**config.mk**
```make
export PLATFORM = sky130hd
export DESIGN_NAME = pdao_top
export DESIGN_NICKNAME = d
export VERILOG_FILES = /design/src/hw/pdao_pkg.sv /design/src/hw/pdao_route.sv /design/src/hw/pdao_top.sv
export SDC_FILE = /design/constraint.sdc
export NUM_CORES = 1
export LEC_CHECK = 0
export BUFFER_PORTS_ARGS = -buffer_cell sky130_fd_sc_hd__clkbuf_2
export CAP_MARGIN = 40
export CELL_PAD_IN_SITES_DETAIL_PLACEMENT = 0
export CELL_PAD_IN_SITES_GLOBAL_PLACEMENT = 1
export CORE_ASPECT_RATIO = 0.6
export CORE_MARGIN = 2
export CORE_UTILIZATION = 40
export CTS_CLUSTER_SIZE = 25
export DETAILED_ROUTE_END_ITERATION = 7
export PLACE_DENSITY_LB_ADDON = 0.1
export SLEW_MARGIN = 10
export SYNTH_ARGS = -nofsm -noshare
export SYNTH_HDL_FRONTEND = slang
export SYNTH_HIERARCHICAL = 1
export SYNTH_SLANG_ARGS = --single-unit
```
**constraint.sdc**
```tcl
create_clock -name clk_in -period 2.5 [get_ports clk_in]
set_input_delay 0.25 -clock clk_in [delete_from_list [all_inputs] [get_ports clk_in]]
set_output_delay 0.25 -clock clk_in [all_outputs]
set_load 0.05 [all_outputs]
```
**src/hw/pdao_pkg.sv**
```systemverilog
// Constants for the PID deviation and fault alarm output block.
// Assumes error values are unsigned percent-scaled integers.
// What this block does
// - Error is absolute setpoint minus process variable
// - Deviation flag on when error above threshold
// - Deviation flag off when error below threshold
// - Threshold resets to three percent, software writable
// - Alarm active while tripped after a fault
// - Alarm inactive once the fault is cleared
// - Alarm routable to either collector or relay
// - Relay carries alarm function after reset
// - Alarm on from occurrence until cleared
package pdao_pkg;
	// ****************************************
	// Widths and reset values
	// ****************************************
	localparam int VAL_W = 16;
	// Scale: 100 percent equals 10000 counts (0.01 percent steps)
	localparam logic [15:0] THRESH_RST = 16'h012C; // 3.00 percent
	// Output function selector codes
	localparam int SEL_W = 2;
	localparam logic [1:0] FN_OFF = 2'h0;
	localparam logic [1:0] FN_DEV = 2'h1;
	localparam logic [1:0] FN_ALARM = 2'h2;
	localparam logic [1:0] OC1_RST = FN_DEV;
	localparam logic [1:0] OC2_RST = FN_OFF;
	localparam logic [1:0] RELAY_RST = FN_ALARM;
endpackage

```
**src/hw/pdao_route.sv**
```systemverilog
// One output terminal: picks a function by its selector code.
// Assumes selector and function levels are synchronous to clk_in.
`timescale 1ns/1ns
module pdao_route
(
	// Clock and reset
	input wire logic clk_in,
	input wire logic sys_rst_in,
	// Function select and sources
	input wire logic [1:0] sel_in,
	input wire logic dev_in,
	input wire logic alarm_in,
	// Terminal level
	output logic term_out
);
	typedef struct packed
	{
		logic term;
	} pdao_route_st_t;
	pdao_route_st_t st_q;
	pdao_route_st_t st_d;

	// Selector mux
	always_comb
	begin
		st_d = st_q;
		case (sel_in)
			pdao_pkg::FN_DEV: st_d.term = dev_in;
			pdao_pkg::FN_ALARM: st_d.term = alarm_in;
			default: st_d.term = 1'b0;
		endcase
	end

	// State register
	always_ff @(posedge clk_in or posedge sys_rst_in)
	begin
		if (sys_rst_in)
			st_q <= '0;
		else
			st_q <= st_d;
	end

	assign term_out = st_q.term;
endmodule // pdao_route

```
**src/hw/pdao_top.sv**
```systemverilog
// Deviation comparator, trip alarm and terminal routing.
// Assumes setpoint, process value and fault inputs are synchronous.
`timescale 1ns/1ns
module pdao_top
#(
	parameter int VAL_W = pdao_pkg::VAL_W
)
(
	// Clock and reset
	input wire logic clk_in,
	input wire logic sys_rst_in,
	// Loop values
	input wire logic [VAL_W-1:0] setpoint_in,
	input wire logic [VAL_W-1:0] process_in,
	// Threshold write port
	input wire logic thresh_wr_in,
	input wire logic [VAL_W-1:0] thresh_data_in,
	// Fault events
	input wire logic fault_event_in,
	input wire logic fault_clear_in,
	// Terminal function selectors
	input wire logic [1:0] oc1_sel_in,
	input wire logic [1:0] oc2_sel_in,
	input wire logic [1:0] relay_sel_in,
	input wire logic sel_wr_in,
	// Flags and terminals
	output logic loop_deviation_flag_out,
	output logic fault_alarm_flag_out,
	output logic [VAL_W-1:0] deviation_threshold_param_out,
	output logic oc1_term_out,
	output logic oc2_term_out,
	output logic relay_contact_closed_on_alarm_out,
	output logic relay_contact_open_on_alarm_out
);
	// ****************************************
	// Parameter check
	// ****************************************
	if (VAL_W < 16)
	begin : g_bad_width
		$error("VAL_W must be at least 16");
	end

	typedef struct packed
	{
		logic [VAL_W-1:0] thresh;
		logic dev;
		logic alarm;
		logic [1:0] oc1_sel;
		logic [1:0] oc2_sel;
		logic [1:0] relay_sel;
		logic rly_cl;
		logic rly_op;
	} pdao_st_t;
	pdao_st_t st_q;
	pdao_st_t st_d;
	logic [VAL_W-1:0] err_mag;
	logic relay_lvl;

	// ****************************************
	// Error magnitude
	// ****************************************
	// Absolute difference, never negative
	always_comb
	begin
		if (setpoint_in >= process_in)
			err_mag = setpoint_in - process_in;
		else
			err_mag = process_in - setpoint_in;
	end

	// ****************************************
	// Next state
	// ****************************************
	always_comb
	begin
		st_d = st_q;
		if (thresh_wr_in)
			st_d.thresh = thresh_data_in;
		if (err_mag > st_q.thresh)
			st_d.dev = 1'b1;
		else if (err_mag < st_q.thresh)
			st_d.dev = 1'b0;
		// Fault set wins over a clear in the same cycle
		if (fault_event_in)
			st_d.alarm = 1'b1;
		else if (fault_clear_in)
			st_d.alarm = 1'b0;
		if (sel_wr_in)
		begin
			st_d.oc1_sel = oc1_sel_in;
			st_d.oc2_sel = oc2_sel_in;
			st_d.relay_sel = relay_sel_in;
		end
		// Contacts follow the next alarm level when the relay carries it
		if (st_d.relay_sel == pdao_pkg::FN_ALARM)
			st_d.rly_cl = st_d.alarm;
		else
			st_d.rly_cl = relay_lvl;
		st_d.rly_op = !st_d.rly_cl;
	end

	// State register, defaults at reset
	always_ff @(posedge clk_in or posedge sys_rst_in)
	begin
		if (sys_rst_in)
		begin
			st_q.thresh <= VAL_W'(pdao_pkg::THRESH_RST);
			st_q.dev <= 1'b0;
			st_q.alarm <= 1'b0;
			st_q.oc1_sel <= pdao_pkg::OC1_RST;
			st_q.oc2_sel <= pdao_pkg::OC2_RST;
			st_q.relay_sel <= pdao_pkg::RELAY_RST;
			st_q.rly_cl <= 1'b0;
			st_q.rly_op <= 1'b1;
		end
		else
			st_q <= st_d;
	end

	assign loop_deviation_flag_out = st_q.dev;
	assign fault_alarm_flag_out = st_q.alarm;
	assign deviation_threshold_param_out = st_q.thresh;
	// Changeover contact pair, released contact closed at reset
	assign relay_contact_closed_on_alarm_out = st_q.rly_cl;
	assign relay_contact_open_on_alarm_out = st_q.rly_op;

	// ****************************************
	// Terminal routing
	// ****************************************
	pdao_route u_oc1
	(
		.clk_in(clk_in),
		.sys_rst_in(sys_rst_in),
		.sel_in(st_q.oc1_sel),
		.dev_in(st_q.dev),
		.alarm_in(st_q.alarm),
		.term_out(oc1_term_out)
	);
	pdao_route u_oc2
	(
		.clk_in(clk_in),
		.sys_rst_in(sys_rst_in),
		.sel_in(st_q.oc2_sel),
		.dev_in(st_q.dev),
		.alarm_in(st_q.alarm),
		.term_out(oc2_term_out)
	);
	pdao_route u_rly
	(
		.clk_in(clk_in),
		.sys_rst_in(sys_rst_in),
		.sel_in(st_q.relay_sel),
		.dev_in(st_q.dev),
		.alarm_in(st_q.alarm),
		.term_out(relay_lvl)
	);
endmodule // pdao_top
```
-- Word-level counts from Yosys, hierarchy flattened
Index checks and enable logic that the tools add are counted.
- logic and storage cells: 35
- input bits: 60
- output and inout port bits: 22
- bits in registers: 29
- $lt $le $gt $ge: 3
- multiplexer cells: 10
- reductions and logical operators: 2
- add/subtract/negate cells: 2
- equal/unequal tests: 7
- operators by type and width (cell ; count):
    subtractor 16 bit ; 2
    >= comparator 16 bit ; 1
    greater-than comparator 16 bit ; 1
    less-than comparator 16 bit ; 1
    two-way mux 16 bit ; 1
    == test 2 bit (second input constant) ; 4
    == test 2 x 1 -> 1 bit (second input constant) ; 3
    case mux 1 bit (2 select lines) ; 3
    two-way mux 1 bit ; 5
    two-way mux 2 bit ; 1
    nonzero test 2 bit ; 1
    logical NOT 1 bit ; 1

-- Depth between registers and ports, before layout
- depth in word-level cells: 5
- gate-level depth with buffers: 20
- depth with buffers taken out: 19

-- Modules after synthesis
The synthesis kept the hierarchy.
- modules (own cells, without submodules) (module ; area each (um^2) ; sequential area each (um^2) ; cells an instance ; instances):
    pdao_top ; 2916.5 ; 659.4 ; 350 ; 1
    pdao_route ; 72.6 ; 25.0 ; 8 ; 3

-- Worst setup path after synthesis
Ideal clock, no wire load.
- path type: input port to flip-flop
- from: input setpoint_in[0]
- to: register st_q (netlist bit loop_deviation_flag_out)
- arrival: 3547 ps
- buffers on the path: 1
- stages: 19
- setup time: 133 ps
- setup slack: -1181 ps
- data required time: 2367 ps
- cell sequence: inv_1 ha_1 inv_1 fa_1 a21oi_1 o21bai_1 a31oi_2 o211ai_2 a21oi_4 buf_12 mux2_1 ha_1 nor2b_1 o21a_1 o21a_1 o21ai_0 a21oi_1 a2111oi_0 nor2_1
- word-level cells in the longest chain between the ends: 4
- elaborated cells between the ends (all ways): 8
- classes of those cells: add/sub: 2; order compare: 3; mux: 2; reduce/logical: 1
- ends and longest elaborated chain (element ; line ; source):
    start, declared ; pdao_top.sv:13 ; input wire logic [VAL_W-1:0] setpoint_in,
    subtractor 16 bit (tied with other cells) ; pdao_top.sv:68 ; err_mag = process_in - setpoint_in;
    two-way mux 16 bit * ; pdao_top.sv:65 ; if (setpoint_in >= process_in)
    greater-than comparator 16 bit or less-than comparator 16 bit (tied branches) ; pdao_top.sv:79, pdao_top.sv:81 ;
    two-way mux 1 bit or nonzero test 2 bit (tied branches) ; - ;
    end signal, assigned ; pdao_top.sv:117 ; st_q <= st_d;
    end, declared ; pdao_top.sv:54 ; pdao_st_t st_q;
Every way passes the cells marked *; elsewhere a longest branch is shown, timed or not.
A chain may end at the register's enable or synchronous reset.

-- Worst setup path in the final report
Same ends and word-level chain as after synthesis.

==> flow_metrics.env <==
export IMPL_status="complete, but fails checks"
export IMPL_violations="negative setup slack"
export IMPL_arrival_ns=3.48
export IMPL_syn2layout_area_growth_pct=39.44
export IMPL_ant_nets=0
export IMPL_vias=2904
export IMPL_setup_slack_ns=-0.8213
export IMPL_cts_tree="yes"
export IMPL_routed_via_density=4.722
export IMPL_grt_ovfl_total=0
export IMPL_placed_cells=604
export IMPL_placed_area_um2=4088
export IMPL_synth_edf_count=0
export IMPL_crit_path_end_kind="flip-flop"
export IMPL_ys_warn_count=6
export IMPL_grt_max_degree=32
export IMPL_maxSlewViolCount=0
export IMPL_drv_cap=0
export IMPL_cp_slowest_cell="fa_2"
export IMPL_ios=82
export IMPL_clockRootBuffer="clkbuf_16"
export IMPL_grt_pass1_wl_mm=13.43
export IMPL_grt_pass1_vias=2905
export IMPL_synth_area_leaders="ha_1 21%, dfrtp_1 18%, inv_1 7.5%"
export IMPL_die_h_um=72.57
export IMPL_drc_errors=0
export IMPL_antenna_found_initial=0
export IMPL_synth_nets=489
export IMPL_clk_pin_slew_ns=0.05
export IMPL_power_density_nw_per_um2=556.7
export IMPL_synth_async_reset_ratio_pct=100.0
export IMPL_power_leakage_nw=2.424
export IMPL_crit_fanout=7
export IMPL_initial_core_util_pct=42.26
export IMPL_final_common_cell="clkbuf_2"
export IMPL_hold_violations=0
export IMPL_diodes=0
export IMPL_ys_seq_elements=29
export IMPL_hold_path_class="in -> reg"
export IMPL_htreeDepth=2
export IMPL_setup_viol=1
export IMPL_yosysTopAreaCellShare_pct=21.16
export IMPL_fin_crit_ns=3.321
export IMPL_ys_flop_type="dfrtp_1"
export IMPL_mostFrequentLayoutCells="80 x clkbuf_2, 73 x buf_4, 61 x inv_1"
export IMPL_crit_top_cell="a21o_1"
export IMPL_critPathMaxStageDelay_ns=0.36
export IMPL_tightest_slew_ns=0.5205
export IMPL_gp_congestion=0.8380
export IMPL_max_freq_mhz=301.1
export IMPL_dp_slack_ns=-1.290
export IMPL_drt_total_wl_mm=8.046
export IMPL_rsz0062_at_grt="yes"
export IMPL_row_count=24
export IMPL_instances_no_fill=615
export IMPL_cts_inserted_buffers=5
export IMPL_cts_sinks=29
export IMPL_hpwlAfterDp_mm=6.740
export IMPL_syn_inst=374
export IMPL_avgSynthCellArea_um2=8.380
export IMPL_synth_area_um2=3134
export IMPL_path_cells="clkbuf_16 -> inv_12 -> ha_4 -> inv_2 -> fa_2 -> a21oi_2 -> o21bai_2 -> a31oi_4 -> o211ai_2 -> a21oi_4 -> buf_4 -> mux2i_1 -> xnor2_1 -> ha_1 -> a21o_1 -> a21o_1 -> a21o_1 -> a21oi_2 -> nor2_1 -> a2111oi_2 -> nor2_1"
export IMPL_clk_latency_ns=0.28
export IMPL_cts_buffer_depth=2
export IMPL_portBuffers=81
export IMPL_die_x_um=118.3
export IMPL_start_kind="input pin"
export IMPL_first_iter_violations=193
export IMPL_path_delay_family="compound AO/OA/AOI/OAI gates"
export IMPL_die_area_um2=8583
export IMPL_critPathBufInv=4
export IMPL_ir_drop_uv=323.6
export IMPL_grt_use_total_pct=19.37
export IMPL_total_power_mw=2.433
export IMPL_synth_largest_area_cell="ha_1"
export IMPL_period_share_pct=132.9
export IMPL_drtPass1Iterations=4
export IMPL_finClkSkew_ns=0.006552
export IMPL_post_drt_wl_per_cell_um=13.08
export IMPL_path_class="in -> reg"
export IMPL_synthDistinctLibCells=40
export IMPL_design_area_um2=4370
export IMPL_synth_seq_area_share_pct=23.43
export IMPL_crit_required_ns=2.66
export IMPL_max_slew_margin_pct=65.30
export IMPL_layout_drive_gt1_share_pct=38.55
export IMPL_final_nets=625
export IMPL_core_um2=7417
export IMPL_setup_tns_ns=-0.8213
[what timing repair did]
action                                 4_1_cts  5_1_grt
endpoints found under the hold margin        3        0
setup endpoints to repair                    1        1
buffers inserted                             0        2
pin swaps                                   10        8
hold buffers                                 1        0
cloned                                       0        0
resized for setup                            7       10
[cell type report]
cell class                      instances  area, um2
Clock buffer                            7      142.6
Clock inverter                          1      30.03
Fill cell                             683       3047
Inverter                               63      249.0
Multi-Input combinational cell        254       2062
Sequential cell                        29      734.5
Tap cell                              104      130.1
Timing Repair Buffer                  157       1022
[state kept, by name, indices dropped and copies added, names as in the netlist]
name and cells:
u_rly/term_out 1, fault_alarm_flag_out 1, st_q 6, loop_deviation_flag_out 1, relay_contact_open_on_alarm_out 1, u_oc1/term_out 1
u_oc2/term_out 1, deviation_threshold_param_out 16, relay_contact_closed_on_alarm_out 1
[routing by layer]
metal  track usage, %  share of wire, %  up-vias
li1                 -                 -     1515
met1            28.30                53     1325
met2            29.74                42       64
met3            4.245               4.5        0
met4            3.213                 0        0
met5                0                 0        -
[metrics by stage]
stage / utilization [%] / hold slack [ns]
after floorplan: - / -0.02129
after global placement: 54.74 / 0.1061
after detailed placement: 55.11 / 0.1167
after CTS: 58.06 / 0.1695
after global routing: 58.92 / 0.1995
final: 58.92 / 0.1709
[worst reg2reg max path: stages, from the launching register on]
cell       delay, ns
dfstp_2         0.53
inv_1           0.06
ha_1            0.19
a21o_1          0.16
a21o_1          0.15
a21o_1          0.16
a21oi_2         0.12
nor2_1          0.07
a2111oi_2       0.27
nor2_1          0.07
[power breakdown]
part           internal [mW]  switching (mW)  leakage (nW)
Sequential             0.536          0.0417         0.341
Clock                  0.497           0.207        0.0841
Combinational          0.516           0.636          2.00
Total                   1.55           0.885          2.42
[worst paths after layout]
path                                                              startpoint                                           end  slack (ns)  depth (start not counted)
worst min-delay path                                       thresh_data_in[2]  deviation_threshold_param_out[2]$_DFFE_PP1P_        0.17                          3
worst max register to register  deviation_threshold_param_out[8]$_DFFE_PP1P_           loop_deviation_flag_out$_DFFE_PP0P_        0.59                          9
worst max-delay path                                          setpoint_in[0]           loop_deviation_flag_out$_DFFE_PP0P_       -0.82                         21
max in group asynchronous                                         sys_rst_in                             st_q[3]$_DFF_PP1_        1.37                          4
min in group asynchronous                                         sys_rst_in                      u_oc2/term_out$_DFF_PP0_        0.38                          3
worst min register to register                      u_rly/term_out$_DFF_PP0_     relay_contact_open_on_alarm_out$_DFF_PP1_        0.42                          1
[Yosys cell counts, drive strengths merged (2+ instances only)]
| cell | instances |
|---|---|
| a211oi | 2 |
| a21o | 13 |
| a21oi | 28 |
| a221oi | 5 |
| a22oi | 3 |
| a31oi | 2 |
| and4 | 2 |
| buf | 22 |
| clkbuf | 6 |
| dfrtp | 22 |
| dfstp | 7 |
| fa | 2 |
| ha | 53 |
| inv | 63 |
| mux2 | 8 |
| mux2i | 15 |
| nand2 | 30 |
| nand3 | 5 |
| nand4 | 4 |
| nor2 | 16 |
| nor2b | 2 |
| nor3 | 4 |
| o21a | 4 |
| o21ai | 29 |
| o21bai | 8 |
| xnor2 | 9 |
| xor2 | 5 |
[cell families after synthesis]
kind of cell | share of synthesized area, %
AOI/OAI and AO/OA | 19.68
xor gates and xnor gates | 3.912
DFF | 23.43
and+or+nand+nor | 9.142
buffers and inverters | 13.73
adders and majority gates | 22.44
muxes | 7.665
(Power assumes the default switching activity.)
